$ cat src/common/sdr_consts.svh
`ifndef SDR_CONSTS_SVH
`define SDR_CONSTS_SVH

// Bus widths
`define SDR_ADDR_W        8
`define SDR_DATA_W        8

// Register offsets
`define SDR_OFS_CTRL      8'h6E
`define SDR_OFS_STAT      8'h70
`define SDR_OFS_CLR       8'h71
`define SDR_OFS_EN        8'h72

// Control/status register layout and reset value
`define SDR_CTRL_RESET    8'h38
`define SDR_BIT_SUP_FLAG  7
`define SDR_BIT_WDT_FLAG  6
`define SDR_RSV_HI        5
`define SDR_RSV_LO        3
`define SDR_RSV_VALUE     3'h7
`define SDR_BIT_WDT_CLR   0

// Interrupt status/clear/enable layout
`define SDR_IRQ_W         3
`define SDR_IRQ_SUP       0
`define SDR_IRQ_WDT       1
`define SDR_IRQ_WARN      2

// Watchdog counter
`define SDR_WDT_W         20
`define SDR_WDT_LIMIT     20'hFFFFF

// Internal reset hold time, 4 ns clock period
`define SDR_CLK_PS        4000
`define SDR_HOLD_NS       100
`define SDR_HOLD_CYC ((`SDR_HOLD_NS * 1000 + `SDR_CLK_PS - 1) / `SDR_CLK_PS)
`define SDR_HOLD_W        8

`endif

$ cat src/common/sdr_pkg.sv
`include "sdr_consts.svh"

package sdr_pkg;

  typedef enum logic [1:0] {
    st_run  = 2'b00,
    st_hold = 2'b01,
    st_wait = 2'b10
  } sdr_state_type;

  typedef struct packed {
    logic [`SDR_ADDR_W-1:0] addr;
    logic [`SDR_DATA_W-1:0] wdata;
    logic                   wr;
    logic                   rd;
  } sdr_bus_req_type;

  typedef struct packed {
    logic ctrl;
    logic stat;
    logic clr;
    logic en;
  } sdr_sel_type;

endpackage : sdr_pkg

$ cat src/rtl/sdr_act_counter.sv
`include "sdr_consts.svh"

module sdr_act_counter #(
  parameter logic [`SDR_WDT_W-1:0] LIMIT = `SDR_WDT_LIMIT
) (
  input  wire logic                   core_clk,
  input  wire logic                   rst,
  input  wire logic                   clear,
  input  wire logic                   run,
  output logic      [`SDR_WDT_W-1:0]  count,
  output logic                        expire
);
  import sdr_pkg::*;

  // Up counter on the oscillation clock; wraps to zero at the limit
  always_ff @(posedge core_clk) begin
    if (rst || clear) begin
      count <= '0;
    end else if (run) begin
      if (count == LIMIT) begin
        count <= '0;
      end else begin
        count <= count + `SDR_WDT_W'(1);
      end
    end
  end

  always_ff @(posedge core_clk) begin
    if (rst || clear) begin
      expire <= 1'b0;
    end else begin
      expire <= run && (count == LIMIT);
    end
  end

endmodule : sdr_act_counter

$ cat src/rtl/sdr_hold_timer.sv
`include "sdr_consts.svh"

module sdr_hold_timer (
  input  wire logic                  core_clk,
  input  wire logic                  rst,
  input  wire logic                  load,
  output logic                       done
);
  import sdr_pkg::*;

  logic [`SDR_HOLD_W-1:0] remain;

  always_ff @(posedge core_clk) begin
    if (rst) begin
      remain <= '0;
    end else if (load) begin
      remain <= `SDR_HOLD_W'(`SDR_HOLD_CYC);
    end else if (remain != '0) begin
      remain <= remain - `SDR_HOLD_W'(1);
    end
  end

  assign done = (remain == `SDR_HOLD_W'(1));

endmodule : sdr_hold_timer

$ cat src/rtl/sdr_top.sv
// The implementer's own choice: strobed register access.
`include "sdr_consts.svh"

module sdr_top #(
  parameter logic [`SDR_WDT_W-1:0] WDT_LIMIT = `SDR_WDT_LIMIT
) (
  input  wire logic                            core_clk,
  input  wire logic                            rst,
  input  wire sdr_pkg::sdr_bus_req_type        bus_req,
  output logic      [`SDR_DATA_W-1:0]          rdata,
  input  wire logic                            supply_low,
  input  wire logic                            stop_mode,
  output logic                                 internal_reset,
  output logic                                 stop_wake,
  output logic                                 irq
);
  import sdr_pkg::*;

  sdr_state_type             state;
  sdr_state_type             next_state;
  sdr_sel_type               sel;
  logic                      supply_drop_flag;
  logic                      wdt_flag;
  logic [`SDR_IRQ_W-1:0]     irq_stat;
  logic [`SDR_IRQ_W-1:0]     irq_en;
  logic [`SDR_IRQ_W-1:0]     irq_evt;
  logic [`SDR_IRQ_W-1:0]     next_irq_stat;
  logic [`SDR_WDT_W-1:0]     wdt_count;
  logic                      wdt_expire;
  logic                      wdt_clear;
  logic                      wdt_run;
  logic                      wdt_half_d;
  logic                      hold_load;
  logic                      hold_done;
  logic                      ctrl_wr;

  // Halfway mark of the interval; the MSB rise for the full-size limit
  localparam logic [`SDR_WDT_W-1:0] WDT_HALF =
    (WDT_LIMIT >> 1) + `SDR_WDT_W'(1);

  // Address decode shared by the write and read paths
  function automatic sdr_sel_type reg_sel(
    input logic [`SDR_ADDR_W-1:0] addr
  );
    sdr_sel_type s;
    s      = '0;
    s.ctrl = (addr == `SDR_OFS_CTRL);
    s.stat = (addr == `SDR_OFS_STAT);
    s.clr  = (addr == `SDR_OFS_CLR);
    s.en   = (addr == `SDR_OFS_EN);
    return s;
  endfunction : reg_sel

  assign sel     = reg_sel(bus_req.addr);
  assign ctrl_wr = bus_req.wr && sel.ctrl;

  // Software kick, or restart of the interval while the chip is in reset
  assign wdt_clear = (ctrl_wr && bus_req.wdata[`SDR_BIT_WDT_CLR])
                     || internal_reset;
  // Oscillator is stopped in stop mode, so the count freezes
  assign wdt_run   = !stop_mode;

  sdr_act_counter #(
    .LIMIT (WDT_LIMIT)
  ) u_act_counter (
    .core_clk (core_clk),
    .rst      (rst),
    .clear    (wdt_clear),
    .run      (wdt_run),
    .count    (wdt_count),
    .expire   (wdt_expire)
  );

  sdr_hold_timer u_hold_timer (
    .core_clk (core_clk),
    .rst      (rst),
    .load     (hold_load),
    .done     (hold_done)
  );

  // Reset sequencer
  always_comb begin
    next_state = state;
    hold_load  = 1'b0;
    case (state)
      st_run: begin
        if (supply_low || wdt_expire) begin
          next_state = st_hold;
          hold_load  = 1'b1;
        end
      end
      st_hold: begin
        if (hold_done) begin
          next_state = supply_low ? st_wait : st_run;
        end
      end
      st_wait: begin
        // Reset stays on until the supply recovers, then holds once more
        if (!supply_low) begin
          next_state = st_hold;
          hold_load  = 1'b1;
        end
      end
      default: begin
        next_state = st_run;
      end
    endcase
  end

  always_ff @(posedge core_clk) begin
    if (rst) begin
      state <= st_run;
    end else begin
      state <= next_state;
    end
  end

  always_ff @(posedge core_clk) begin
    if (rst) begin
      internal_reset <= 1'b0;
    end else begin
      internal_reset <= (next_state != st_run);
    end
  end

  // Detection during stop mode also ends stop mode
  always_ff @(posedge core_clk) begin
    if (rst) begin
      stop_wake <= 1'b0;
    end else begin
      stop_wake <= stop_mode && supply_low && (state == st_run);
    end
  end

  // Status flags: the set wins over a software write of zero
  always_ff @(posedge core_clk) begin
    if (rst) begin
      supply_drop_flag <= 1'b0;
    end else if (supply_low) begin
      supply_drop_flag <= 1'b1;
    end else if (ctrl_wr && !bus_req.wdata[`SDR_BIT_SUP_FLAG]) begin
      supply_drop_flag <= 1'b0;
    end
  end

  always_ff @(posedge core_clk) begin
    if (rst) begin
      wdt_flag <= 1'b0;
    end else if (wdt_expire) begin
      wdt_flag <= 1'b1;
    end else if (ctrl_wr && !bus_req.wdata[`SDR_BIT_WDT_FLAG]) begin
      wdt_flag <= 1'b0;
    end
  end

  // Warning event when the count passes its halfway mark
  always_ff @(posedge core_clk) begin
    if (rst) begin
      wdt_half_d <= 1'b0;
    end else begin
      wdt_half_d <= (wdt_count == WDT_HALF);
    end
  end

  always_comb begin
    irq_evt                = '0;
    irq_evt[`SDR_IRQ_SUP]  = supply_low && (state == st_run);
    irq_evt[`SDR_IRQ_WDT]  = wdt_expire;
    irq_evt[`SDR_IRQ_WARN] = (wdt_count == WDT_HALF) && !wdt_half_d;
  end

  // Each status bit: set by its event, cleared by writing one
  generate
    for (genvar i = 0; i < `SDR_IRQ_W; i++) begin : g_stat
      always_comb begin
        if (irq_evt[i]) begin
          next_irq_stat[i] = 1'b1;
        end else if (bus_req.wr && sel.clr && bus_req.wdata[i]) begin
          next_irq_stat[i] = 1'b0;
        end else begin
          next_irq_stat[i] = irq_stat[i];
        end
      end
    end
  endgenerate

  always_ff @(posedge core_clk) begin
    if (rst) begin
      irq_stat <= '0;
    end else begin
      irq_stat <= next_irq_stat;
    end
  end

  always_ff @(posedge core_clk) begin
    if (rst) begin
      irq_en <= '0;
    end else if (bus_req.wr && sel.en) begin
      irq_en <= bus_req.wdata[`SDR_IRQ_W-1:0];
    end
  end

  always_ff @(posedge core_clk) begin
    if (rst) begin
      irq <= 1'b0;
    end else begin
      irq <= |(next_irq_stat & next_irq_en());
    end
  end

  function automatic logic [`SDR_IRQ_W-1:0] next_irq_en();
    if (bus_req.wr && sel.en) begin
      return bus_req.wdata[`SDR_IRQ_W-1:0];
    end
    return irq_en;
  endfunction : next_irq_en

  // Read data stands for exactly one cycle after the read strobe
  always_ff @(posedge core_clk) begin
    if (rst || !bus_req.rd) begin
      rdata <= '0;
    end else begin
      rdata <= '0;
      if (sel.ctrl) begin
        rdata[`SDR_BIT_SUP_FLAG]           <= supply_drop_flag;
        rdata[`SDR_BIT_WDT_FLAG]           <= wdt_flag;
        rdata[`SDR_RSV_HI:`SDR_RSV_LO]     <= `SDR_RSV_VALUE;
      end else if (sel.stat) begin
        rdata[`SDR_IRQ_W-1:0] <= irq_stat;
      end else if (sel.en) begin
        rdata[`SDR_IRQ_W-1:0] <= irq_en;
      end
    end
  end

  // Checks
  a_flag_on_drop: assert property (
    @(posedge core_clk) disable iff (rst)
    supply_low |=> supply_drop_flag && internal_reset
  ) else $error("supply drop did not set flag and reset");

  a_count_step: assert property (
    @(posedge core_clk) disable iff (rst)
    (wdt_run && !wdt_clear && wdt_count != WDT_LIMIT)
      |=> wdt_count == $past(wdt_count) + `SDR_WDT_W'(1)
  ) else $error("watchdog counter did not advance by one");

  a_expire_reset: assert property (
    @(posedge core_clk) disable iff (rst)
    (wdt_expire && state == st_run) |=> internal_reset
  ) else $error("watchdog expiry did not raise reset");

  a_expire_when_full: assert property (
    @(posedge core_clk) disable iff (rst)
    (wdt_run && !wdt_clear && wdt_count == WDT_LIMIT) |=> wdt_expire
  ) else $error("counter reached limit without expiry");

  a_stop_wake: assert property (
    @(posedge core_clk) disable iff (rst)
    (stop_mode && supply_low && state == st_run)
      |=> stop_wake && internal_reset
  ) else $error("drop in stop mode did not wake and reset");

  a_clear_zero: assert property (
    @(posedge core_clk) disable iff (rst)
    (ctrl_wr && bus_req.wdata[`SDR_BIT_WDT_CLR]) |=> wdt_count == '0
  ) else $error("watchdog clear did not zero the counter");

  a_hold_min: assert property (
    @(posedge core_clk) disable iff (rst)
    $rose(internal_reset) |-> internal_reset [*8]
  ) else $error("internal reset pulse too short");

  a_irq_level: assert property (
    @(posedge core_clk) disable iff (rst)
    ##1 (irq == |(irq_stat & irq_en))
  ) else $error("interrupt output disagrees with status");

  c_supply_drop: cover property (
    @(posedge core_clk) disable iff (rst)
    $rose(supply_low) ##1 internal_reset
  );

  c_wdt_expire: cover property (
    @(posedge core_clk) disable iff (rst)
    wdt_expire ##1 internal_reset
  );

  c_stop_wake: cover property (
    @(posedge core_clk) disable iff (rst)
    stop_wake
  );

  c_kick: cover property (
    @(posedge core_clk) disable iff (rst)
    ctrl_wr && bus_req.wdata[`SDR_BIT_WDT_CLR] && wdt_count != '0
  );

  c_half_mark: cover property (
    @(posedge core_clk) disable iff (rst)
    irq_evt[`SDR_IRQ_WARN]
  );

endmodule : sdr_top

$ cat config.mk
export PLATFORM = sky130hd
export DESIGN_NAME = sdr_top
export DESIGN_NICKNAME = d
export VERILOG_FILES = /design/src/common/sdr_pkg.sv /design/src/rtl/sdr_act_counter.sv /design/src/rtl/sdr_hold_timer.sv /design/src/rtl/sdr_top.sv
export VERILOG_INCLUDE_DIRS = /design/src /design/src/common
export SDC_FILE = /design/constraint.sdc
export NUM_CORES = 1
export LEC_CHECK = 0
export BUFFER_PORTS_ARGS = -buffer_cell sky130_fd_sc_hd__buf_2
export CAP_MARGIN = 30
export CORE_AREA = 2 2 72 74
export DETAILED_ROUTE_END_ITERATION = 6
export DIE_AREA = 0 0 74 76
export PLACE_DENSITY = 0.68
export SLEW_MARGIN = 20
export SYNTH_ARGS = -nofsm -noshare
export SYNTH_HDL_FRONTEND = slang
export SYNTH_SLANG_ARGS = --single-unit
export TNS_END_PERCENT = 30
$ cat constraint.sdc
create_clock -name core_clk -period 2.53 [get_ports core_clk]
set_input_delay 0.1265 -clock core_clk [delete_from_list [all_inputs] [get_ports core_clk]]
set_output_delay 0.1265 -clock core_clk [all_outputs]
set_load 0.01 [all_outputs]
Word-level counts from Yosys, hierarchy flattened
Cells that the tools add are included.

word-level totals
  memory bits (writable) = 0
  bits in registers = 51
  bits in read-only memories = 0
  output and inout port bits = 11
  memories = 0
  latch bits = 0
  logic and storage cells = 91

operators by class
  multipliers = 0
  equality and inequality tests = 9
  $add $sub $neg = 2
  reduce and logical (&&, ||, !) cells = 33
  order comparisons = 0
  shift-type cells = 0
  multiplexer cells = 29
  divide/modulo/power cells = 0
  bitwise logic cells = 2

operators by type and width
  operator                                             number
  equality test 20 bit, second input constant          2
  equality test 8 x 7 -> 1 bit, second input constant  4
  adder 20 x 1 -> 20 bit, second input constant        1
  two-way mux 20 bit                                   1
  two-way mux 3 bit                                    6
  logical AND 1 bit                                    14
  two-way mux 1 bit                                    14
  two-way mux 5 bit                                    2
  equality test 8 x 1 -> 1 bit, second input constant  1
  two-way mux 2 bit                                    4
  nonzero test 2 bit                                   4
  nonzero test 8 bit                                   1
  subtractor 8 x 1 -> 8 bit, second input constant     1
  one-hot mux 2 bit (3 select lines)                   1
  OR reduction 2 bit                                   3
  zero test 1 bit                                      5
  logical OR 1 bit                                     4
  bitwise AND 3 bit                                    1
  OR reduction 3 bit                                   1
  equality test 2 x 1 -> 1 bit, second input constant  1
  equality test 2 bit, second input constant           1
  zero test 2 bit                                      1
  one-hot mux 1 bit (2 select lines)                   1
  inverter 1 bit                                       1

Logic depth before layout (Yosys ltp)
Gate-level depths: netlist of the first run.

  depth in word-level cells = 8
  depth in mapped cells = 7
  gate-level depth less buffers = 6

By module
A second synthesis of the first run with hierarchy kept.

unflattened totals
  cells, all modules = 258
  area total of the unflattened synthesis = 2391.0 µm²

by module, submodules not included
  module           times used  cells each  seq. area each (µm²)  area each (µm²)
  sdr_act_counter  1           112         420.4                 1028.5
  sdr_top          1           97          400.4                 932.1
  sdr_hold_timer   1           49          160.2                 430.4

Least setup slack after synthesis of the first run
No wires, ideal clock.

  path kind = reg2reg
  start point = register u_act_counter.count[0]
  end point = register u_act_counter.count[18]
  data arrival time = 1.939 ns
  cell stages (with the launch flop) = 7
  clock period less this slack = 2.008 ns
  slack = 0.522 ns
  cells stage by stage = dfxtp_1 ha_1 nand3b_1 or4_1 buf_6 or4_1 a21oi_1

on the way
  longest elaborated chain between the ends = 2
  elaborated cells between the ends (all ways) = 3
  classes of those cells = add/sub: 1; eq/ne: 1; mux: 1

ends and longest elaborated chain
  element                                                         line                                          RTL
  from (decl)                                                     sdr_act_counter.sv:10                         output logic [`SDR_WDT_W-1:0] count,
  from (signal assigned)                                          sdr_act_counter.sv:23                         count <= count + `SDR_WDT_W'(1);
  adder 20 x 1 -> 20 bit or equality test 20 bit (tied branches)  sdr_act_counter.sv:23, sdr_act_counter.sv:20
  two-way mux 20 bit *                                            sdr_act_counter.sv:20                         if (count == LIMIT) begin

Every way passes the cells marked *; elsewhere a longest branch is shown, timed or not.
A chain may end at the register's enable or synchronous reset.

Worst setup path after layout of the first run
Ends and elaborated chain as after synthesis.

==> report_table.html, run 1 <==
<table>
<tr><th>Metric</th><th>Value</th></tr>
<tr><th colspan="2">Clocking</th></tr>
<tr><td>Clock Path Buffers</td><td>2</td></tr>
<tr><td>PostCTS Resize Cnt</td><td>0</td></tr>
<tr><td>Post-CTS setup buffers</td><td>0</td></tr>
<tr><td>Clock root buffer</td><td>clkbuf_8</td></tr>
<tr><td>Clock-pin slew reported for the worst setup and hold paths after clock tree synthesis</td><td>100 ps</td></tr>
<tr><td>Num CTS Buffers</td><td>5</td></tr>
<tr><td>H-tree depth</td><td>2</td></tr>
<tr><td>Clock tree from TritonCTS</td><td>yes</td></tr>
<tr><td>Post-CTS Hold Buffers</td><td>0</td></tr>
<tr><td>Clock net sink count</td><td>49</td></tr>
<tr><td>Skew-Pair Late Insertion Delay</td><td>300 ps</td></tr>
<tr><th colspan="2">STA</th></tr>
<tr><td>Relative slew slack</td><td>66.85%</td></tr>
<tr><td>Total negative slack for setup checks</td><td>0 ps</td></tr>
<tr><td>Min Hold Slack</td><td>114.3 ps</td></tr>
<tr><td>Setup repair after global routing missed its margin</td><td>false</td></tr>
<tr><td>Final critical delay including setup and external delays</td><td>2247 ps</td></tr>
<tr><td>Max-slew violation count</td><td>0</td></tr>
<tr><td>Setup slack after layout</td><td>283.3 ps</td></tr>
<tr><td>Share of the clock period used by the worst path after layout</td><td>88.80%</td></tr>
<tr><td>Number of hold violations in the final report</td><td>0</td></tr>
<tr><td>Count of endpoints failing setup in the final report</td><td>0</td></tr>
<tr><td>FMAX</td><td>445.1 MHz</td></tr>
<tr><td>Clock skew after layout</td><td>10.87 ps</td></tr>
<tr><td>Slew @ Worst Pin</td><td>492.8 ps</td></tr>
<tr><th colspan="2">Global routing</th></tr>
<tr><td>Number of antenna violations at the first check in global routing</td><td>0</td></tr>
<tr><td>Global route total overflow</td><td>0</td></tr>
<tr><td>Grt met2 use</td><td>27.59%</td></tr>
<tr><td>Via count of the first global-routing pass</td><td>1756</td></tr>
<tr><td>Wire length of the first global-routing pass</td><td>7652 µm</td></tr>
<tr><td>Most used routing layer</td><td>met2</td></tr>
<tr><td>GRT Resource Usage Total</td><td>16.87%</td></tr>
<tr><td>GR met1 Demand/Resource</td><td>21.70%</td></tr>
<tr><td>Largest net degree at the start of global routing</td><td>22</td></tr>
<tr><td>GR Layer Usage met3</td><td>4.762%</td></tr>
<tr><th colspan="2">Final layout</th></tr>
<tr><td>Top library cells by usage in the layout, fill and taps aside</td><td>dfxtp_1, buf_2, nor3_1</td></tr>
<tr><td>Share of post-route cells with drive strength above 1</td><td>16.73%</td></tr>
<tr><td>Most common cell after layout, fill and taps aside</td><td>dfxtp_1</td></tr>
<tr><td>Total Nets Final</td><td>307</td></tr>
<tr><td>Syn-to-layout area delta</td><td>12.53%</td></tr>
<tr><td># diodes</td><td>0</td></tr>
<tr><td>Core occupancy in the finished layout</td><td>52.37%</td></tr>
<tr><td>Fillers</td><td>474</td></tr>
<tr><th colspan="2">Routing</th></tr>
<tr><td>Vias per std cell</td><td>5.328</td></tr>
<tr><td>Via count of the routed design</td><td>1870</td></tr>
<tr><td>Routed wire length</td><td>4451 µm</td></tr>
<tr><td>DRC violations left</td><td>0</td></tr>
<tr><td>Count of routing violations after the opening detailed-route iteration</td><td>69</td></tr>
<tr><td>Antenna violation net count after detailed routing</td><td>0</td></tr>
<tr><td>Wirelength per Cell</td><td>12.68 µm</td></tr>
<tr><td>Length of the first detailed-routing pass in iterations</td><td>4</td></tr>
<tr><th colspan="2">Run</th></tr>
<tr><td>Max_cap viols</td><td>0</td></tr>
<tr><th colspan="2">Placement</th></tr>
<tr><td>Routability congestion estimate</td><td>0.8226</td></tr>
<tr><td>Buffers on Ports</td><td>29</td></tr>
<tr><td>HPWL Detailed</td><td>3079 µm</td></tr>
<tr><td>Place WS</td><td>324.5 ps</td></tr>
<tr><th colspan="2">Logic synthesis</th></tr>
<tr><td>Number of storage elements in the synthesis netlist</td><td>49</td></tr>
<tr><td>Share of flip-flops with an asynchronous set or reset after synthesis</td><td>0%</td></tr>
<tr><td>Mapped Nets</td><td>279</td></tr>
<tr><td>Most used flip-flop cell after synthesis</td><td>dfxtp_1</td></tr>
<tr><td>Area of the mapped netlist</td><td>2286 µm²</td></tr>
<tr><td>Number of synthesized flops with an enable pin</td><td>0</td></tr>
<tr><td>Post-synthesis sequential area ratio</td><td>42.91%</td></tr>
<tr><td>Synth Warn #</td><td>0</td></tr>
<tr><td>Mean area per synthesized cell</td><td>9.071 µm²</td></tr>
<tr><td>Synthesized instance count</td><td>252</td></tr>
<tr><td>Distinct cell type count of the synthesized netlist</td><td>48</td></tr>
<tr><th colspan="2">Floorplan</th></tr>
<tr><td>Total Die Area</td><td>5624 µm²</td></tr>
<tr><td>Number of cell rows</td><td>26</td></tr>
<tr><td>Floorplan core area</td><td>4912 µm²</td></tr>
<tr><td>Top Ports</td><td>33</td></tr>
<tr><td>Width of the die</td><td>74 µm</td></tr>
<tr><td>Starting density of the core</td><td>46.54%</td></tr>
<tr><td>Die height</td><td>76 µm</td></tr>
<tr><th colspan="2">Worst setup path</th></tr>
<tr><td>Critical path type</td><td>flop to flop</td></tr>
<tr><td>Data required time at the worst endpoint</td><td>2760 ps</td></tr>
<tr><td>Flop2flop setup slack</td><td>280 ps</td></tr>
<tr><td>Arrival time of data at the critical path endpoint</td><td>2480 ps</td></tr>
<tr><td>CP startpoint kind</td><td>flop</td></tr>
<tr><td>Type of element capturing the critical path</td><td>flop</td></tr>
<tr><td>Highest fanout seen on the critical path</td><td>8</td></tr>
<tr><th colspan="2">Power</th></tr>
<tr><td>Peak VDD IR</td><td>0.2738 mV</td></tr>
<tr><td>Power per cell area</td><td>688.0 nW/µm²</td></tr>
<tr><td>Total design power</td><td>1.770 mW</td></tr>
<tr><td>Static leakage power</td><td>0.9994 nW</td></tr>
<tr><th colspan="2">Worst hold path</th></tr>
<tr><td>Class of the tightest hold or removal check</td><td>input pin to flop</td></tr>
<tr><th colspan="2">Outcome</th></tr>
<tr><td>Result of the run</td><td>complete, no violations</td></tr>
</table>
registers in the layout, summed over array words and instances, names as in the netlist:
name / count
u_act_counter.expire: 1
irq_en: 3
rdata: 6
state: 2
u_act_counter.count: 20
irq_stat: 3
stop_wake: 1
internal_reset: 1
u_hold_timer.remain: 8
wdt_half_d: 1
irq: 1
wdt_flag: 1
supply_drop_flag: 1
cells by family (layout without fill, tap and decap cells):
group | Yosys count | in the layout | share of synthesized area, %
fa+ha+maj | 5 | 5 | 2.737
xor+xnor | 17 | 17 | 6.513
simple gates | 106 | 106 | 27.09
buf+inv | 26 | 55 | 5.200
mux | 6 | 6 | 2.627
flops | 49 | 49 | 42.91
compound gates | 43 | 43 | 12.92
Yosys cell counts (all sizes together), types with 2 or more instances:
| master | number | area share, % |
|---|---|---|
| dfxtp | 49 | 43 |
| nor3 | 20 | 4.9 |
| nor2 | 18 | 3.0 |
| inv | 14 | 2.3 |
| nand2 | 11 | 1.8 |
| nand3 | 11 | 2.4 |
| xnor2 | 11 | 4.2 |
| a21oi | 9 | 2.0 |
| or4 | 8 | 2.6 |
| a211oi | 7 | 2.3 |
| o21ai | 7 | 1.5 |
| buf | 6 | 1.9 |
| clkbuf | 6 | 0.99 |
| mux2i | 6 | 2.6 |
| o31ai | 6 | 2.0 |
| xor2 | 6 | 2.3 |
| ha | 5 | 2.7 |
| nor4 | 5 | 1.4 |
| nand4 | 4 | 1.1 |
| a31oi | 3 | 0.82 |
| and2 | 3 | 0.82 |
| and3 | 3 | 0.82 |
| and4 | 3 | 1.1 |
| nand3b | 3 | 0.99 |
| nor4bb | 3 | 1.3 |
| or3 | 3 | 0.88 |
| a211o | 2 | 0.77 |
| and3b | 2 | 0.77 |
| nor2b | 2 | 0.55 |
| nor4b | 2 | 0.77 |
power breakdown:
| part | switching, mW | total, mW | internal (mW) | leakage (nW) |
|---|---|---|---|---|
| Combinational | 0.213 | 0.391 | 0.179 | 0.557 |
| Sequential | 0.0708 | 0.906 | 0.835 | 0.398 |
| Clock | 0.276 | 0.473 | 0.197 | 0.0445 |
| Total | 0.560 | 1.77 | 1.21 | 0.999 |
stage by stage:
stage | instances | instance area [µm²]
final | 351 | 2572
after detailed placement | 343 | 2482
after global placement | 343 | 2482
after CTS | 351 | 2572
after floorplan | 252 | 2286
after global routing | 351 | 2572
critical path: stages, from the launching register on:
cell and delay [ps]:
dfxtp_1 400, ha_1 180, nand3b_1 150, or4_1 740, or4_1 550, a21oi_1 150
layer usage:
| layer | vias up | part of all wire [%] |
|---|---|---|
| met1 | 865 | 47 |
| met5 | - | 0 |
| met3 | 6 | 4.4 |
| met4 | 0 | 0.97 |
| li1 | 972 | - |
| met2 | 27 | 48 |
final cells by class:
type / instances / area, µm² / area share, %
flip-flops and latches: 49 / 980.9 / 38.13
repair buffers: 33 / 175.2 / 6.809
inverters: 14 / 52.55 / 2.043
multi-input cells: 177 / 1186 / 46.11
clock inverters: 3 / 21.27 / 0.8268
clock buffers: 5 / 68.82 / 2.675
well taps: 70 / 87.58 / 3.405
final timing paths:
path                            depth (start not counted)                                start                              endpoint
worst max-delay path                                    5  u_act_counter.count[0]$_SDFFE_PP0N_  u_act_counter.count[18]$_SDFFE_PP0N_
worst min-delay path                                    3                           supply_low                  stop_wake$_SDFF_PP0_
worst max register to register                          5  u_act_counter.count[0]$_SDFFE_PP0N_  u_act_counter.count[18]$_SDFFE_PP0N_
worst min register to register                          1                wdt_flag$_SDFFE_PP0P_                   rdata[6]$_SDFF_PP0_
Power figures use the tool's default switching activity.
==> inputs of run 2 (changes only) <==
--- a/config.mk
+++ b/config.mk
@@ -8,9 +8,9 @@
 export LEC_CHECK = 0
 export BUFFER_PORTS_ARGS = -buffer_cell sky130_fd_sc_hd__buf_2
 export CAP_MARGIN = 30
-export CORE_AREA = 2 2 72 74
+export CORE_AREA = 2 2 100 54
 export DETAILED_ROUTE_END_ITERATION = 6
-export DIE_AREA = 0 0 74 76
+export DIE_AREA = 0 0 102 56
 export PLACE_DENSITY = 0.68
 export SLEW_MARGIN = 20
 export SYNTH_ARGS = -nofsm -noshare
==> report_table.html, run 2 (synthesis gave the netlist of run 1 again) <==
<table>
<tr><th>Metric</th><th>Value</th></tr>
<tr><th colspan="2">Placement</th></tr>
<tr><td>Total cell area at the placement stage</td><td>2482 µm²</td></tr>
<tr><td>Buffers on Ports</td><td>29</td></tr>
<tr><td>Routability congestion estimate</td><td>0.8086</td></tr>
<tr><td>HPWL Detailed</td><td>3524 µm</td></tr>
<tr><th colspan="2">Outcome</th></tr>
<tr><td>Result of the run</td><td>complete, no violations</td></tr>
<tr><th colspan="2">Routing</th></tr>
<tr><td>Length of the first detailed-routing pass in iterations</td><td>4</td></tr>
<tr><td>Wirelength per Cell</td><td>13.50 µm</td></tr>
<tr><td>Antenna violation net count after detailed routing</td><td>0</td></tr>
<tr><td>Routed wire length</td><td>4738 µm</td></tr>
<tr><td>DRC violations left</td><td>0</td></tr>
<tr><td>Vias per std cell</td><td>5.422</td></tr>
<tr><td>Count of routing violations after the opening detailed-route iteration</td><td>70</td></tr>
<tr><td>Via count of the routed design</td><td>1903</td></tr>
<tr><th colspan="2">STA</th></tr>
<tr><td>Number of hold violations in the final report</td><td>0</td></tr>
<tr><td>Relative slew slack</td><td>68.24%</td></tr>
<tr><td>Max-slew violation count</td><td>0</td></tr>
<tr><td>Setup repair after global routing missed its margin</td><td>false</td></tr>
<tr><td>Count of endpoints failing setup in the final report</td><td>0</td></tr>
<tr><td>Slew @ Worst Pin</td><td>472.1 ps</td></tr>
<tr><td>Min Hold Slack</td><td>93.74 ps</td></tr>
<tr><td>Clock skew after layout</td><td>7.213 ps</td></tr>
<tr><td>Final critical delay including setup and external delays</td><td>2205 ps</td></tr>
<tr><td>Total negative slack for setup checks</td><td>0 ps</td></tr>
<tr><td>FMAX</td><td>453.4 MHz</td></tr>
<tr><td>Share of the clock period used by the worst path after layout</td><td>87.17%</td></tr>
<tr><th colspan="2">Floorplan</th></tr>
<tr><td>Total Die Area</td><td>5712 µm²</td></tr>
<tr><td>Top Ports</td><td>33</td></tr>
<tr><td>Number of cell rows</td><td>18</td></tr>
<tr><td>Floorplan core area</td><td>4775 µm²</td></tr>
<tr><td>Die height</td><td>56 µm</td></tr>
<tr><td>Width of the die</td><td>102 µm</td></tr>
<tr><td>Starting density of the core</td><td>47.88%</td></tr>
<tr><th colspan="2">Power</th></tr>
<tr><td>Sw Ratio</td><td>31.64%</td></tr>
<tr><td>Part of the total power dissipated in combinational logic</td><td>23.0%</td></tr>
<tr><td>Static leakage power</td><td>0.9998 nW</td></tr>
<tr><td>Peak VDD IR</td><td>0.5991 mV</td></tr>
<tr><td>Switching power summed over all nets</td><td>558.2 µW</td></tr>
<tr><td>Share of power burned in the clock network</td><td>25.5%</td></tr>
<tr><td>Fraction of power consumed by sequential logic</td><td>51.5%</td></tr>
<tr><td>Internal power summed over all cells</td><td>1.206 mW</td></tr>
<tr><td>Power per cell area</td><td>687.8 nW/µm²</td></tr>
<tr><td>Total design power</td><td>1.764 mW</td></tr>
<tr><th colspan="2">Worst setup path</th></tr>
<tr><td>Highest fanout seen on the critical path</td><td>8</td></tr>
<tr><td>Type of element capturing the critical path</td><td>flop</td></tr>
<tr><td>Flop2flop setup slack</td><td>320 ps</td></tr>
<tr><td>Worst reg2reg path endpoint</td><td>u_act_counter.count[18]$_SDFFE_PP0N_</td></tr>
<tr><td>Logic depth of the worst register-to-register path</td><td>5</td></tr>
<tr><td>CP Capture Point</td><td>u_act_counter.count[18]$_SDFFE_PP0N_</td></tr>
<tr><td>Launching element of the worst setup path</td><td>u_act_counter.count[0]$_SDFFE_PP0N_</td></tr>
<tr><td>Arrival time of data at the critical path endpoint</td><td>2450 ps</td></tr>
<tr><td>Data required time at the worst endpoint</td><td>2780 ps</td></tr>
<tr><td>Critical R2R Launch</td><td>u_act_counter.count[0]$_SDFFE_PP0N_</td></tr>
<tr><td>Critical path type</td><td>flop to flop</td></tr>
<tr><td>CP startpoint kind</td><td>flop</td></tr>
<tr><th colspan="2">Clocking</th></tr>
<tr><td>Post-CTS Hold Buffers</td><td>0</td></tr>
<tr><td>Clock tree from TritonCTS</td><td>yes</td></tr>
<tr><td>Clock root buffer</td><td>clkbuf_8</td></tr>
<tr><td>Num CTS Buffers</td><td>5</td></tr>
<tr><td>Post-CTS setup buffers</td><td>0</td></tr>
<tr><td>Clock Path Buffers</td><td>2</td></tr>
<tr><td>Clock-pin slew reported for the worst setup and hold paths after clock tree synthesis</td><td>90 ps</td></tr>
<tr><td>Clock net sink count</td><td>49</td></tr>
<tr><td>H-tree depth</td><td>2</td></tr>
<tr><td>PostCTS Resize Cnt</td><td>0</td></tr>
<tr><td>Skew-Pair Late Insertion Delay</td><td>310 ps</td></tr>
<tr><th colspan="2">Final layout</th></tr>
<tr><td>Fillers</td><td>473</td></tr>
<tr><td>Share of post-route cells with drive strength above 1</td><td>16.37%</td></tr>
<tr><td>Most flop-heavy register</td><td>u_act_counter.count</td></tr>
<tr><td>Most common cell after layout, fill and taps aside</td><td>dfxtp_1</td></tr>
<tr><td>Syn-to-layout area delta</td><td>12.21%</td></tr>
<tr><td># diodes</td><td>0</td></tr>
<tr><td>Leading registers by flop count</td><td>u_act_counter.count (20), u_hold_timer.remain (8), rdata (6)</td></tr>
<tr><td>Max reg flops</td><td>20</td></tr>
<tr><td>Area of all placed cells without fillers</td><td>2565 µm²</td></tr>
<tr><td>Area occupied by registers</td><td>980.9 µm²</td></tr>
<tr><td>Total Nets Final</td><td>307</td></tr>
<tr><td>Multi-input gate area in the final layout</td><td>1186 µm²</td></tr>
<tr><td>Top library cells by usage in the layout, fill and taps aside</td><td>dfxtp_1, buf_2, nor3_1</td></tr>
<tr><th colspan="2">Run</th></tr>
<tr><td>Max_cap viols</td><td>0</td></tr>
<tr><th colspan="2">Global routing</th></tr>
<tr><td>Via count of the first global-routing pass</td><td>1643</td></tr>
<tr><td>Largest net degree at the start of global routing</td><td>22</td></tr>
<tr><td>Global route total overflow</td><td>0</td></tr>
<tr><td>Wire length of the first global-routing pass</td><td>7769 µm</td></tr>
<tr><td>Number of antenna violations at the first check in global routing</td><td>0</td></tr>
<tr><td>GRT Resource Usage Total</td><td>17.41%</td></tr>
<tr><th colspan="2">Worst hold path</th></tr>
<tr><td>Class of the tightest hold or removal check</td><td>input pin to flop</td></tr>
</table>
## run 2: changes by cell type in the layout (fill, tap and decap cells not counted), sizes merged
cell / change
clkinv: +1
clkbuf: +1
clkinvlp: -1
inv: -1
## run 2: worst min-delay path by stage
stage / from / slack (ps) / to / cells after the start
floorplan: stop_mode / 270 / stop_wake$_SDFF_PP0_ / 2
global placement: bus_req[4] / 420 / irq_en[2]$_SDFFE_PP0P_ / 3
detailed placement: bus_req[4] / 420 / irq_en[2]$_SDFFE_PP0P_ / 3
CTS: bus_req[4] / 90 / irq_en[2]$_SDFFE_PP0P_ / 3
global route: bus_req[4] / 120 / irq_en[2]$_SDFFE_PP0P_ / 3
finish: bus_req[4] / 90 / irq_en[2]$_SDFFE_PP0P_ / 3
## run 2: cell type report
class / count / area share, %
multi-input combinational: 177 / 46.24
sequential: 49 / 38.24
timing repair buffer: 33 / 6.829
tap: 70 / 3.415
clock buffer: 6 / 2.829
inverter: 14 / 2.049
clock inverter: 2 / 0.3902
## run 2: worst max-delay path, stage by stage (launching register included)
cell and delay [ps]:
dfxtp_1 390, ha_1 180, nand3b_1 140, or4_1 740
or4_1 560, a21oi_1 140
## run 2: routing by layer
layer,vias up,track usage (%),share of wire [%]
met5,-,0,0
met4,0,5.714,1.3
met3,9,4.774,5.1
met2,35,21.80,37
met1,888,27.63,57
li1,971,-,-
## run 2: power groups by stage
stage | clock network (mW) | logic [mW] | registers (mW)
after floorplan | 0 | 0.320 | 0.903
after global placement | 0 | 0.394 | 0.922
after detailed placement | 0 | 0.401 | 0.923
after CTS | 0.460 | 0.404 | 0.905
after global routing | 0.488 | 0.459 | 0.916
final | 0.451 | 0.406 | 0.908
## run 2: through the flow
step | cells | utilization [%] | setup slack (ps)
3_3_place_gp | 343 | 51.99 | 354.8
5_1_grt | 351 | 53.72 | 102.6
4_1_cts | 351 | 53.72 | 305.0
6_report | 351 | 53.72 | 324.7
3_5_place_dp | 343 | 51.99 | 320.7
2_1_floorplan | 252 | - | 521.6
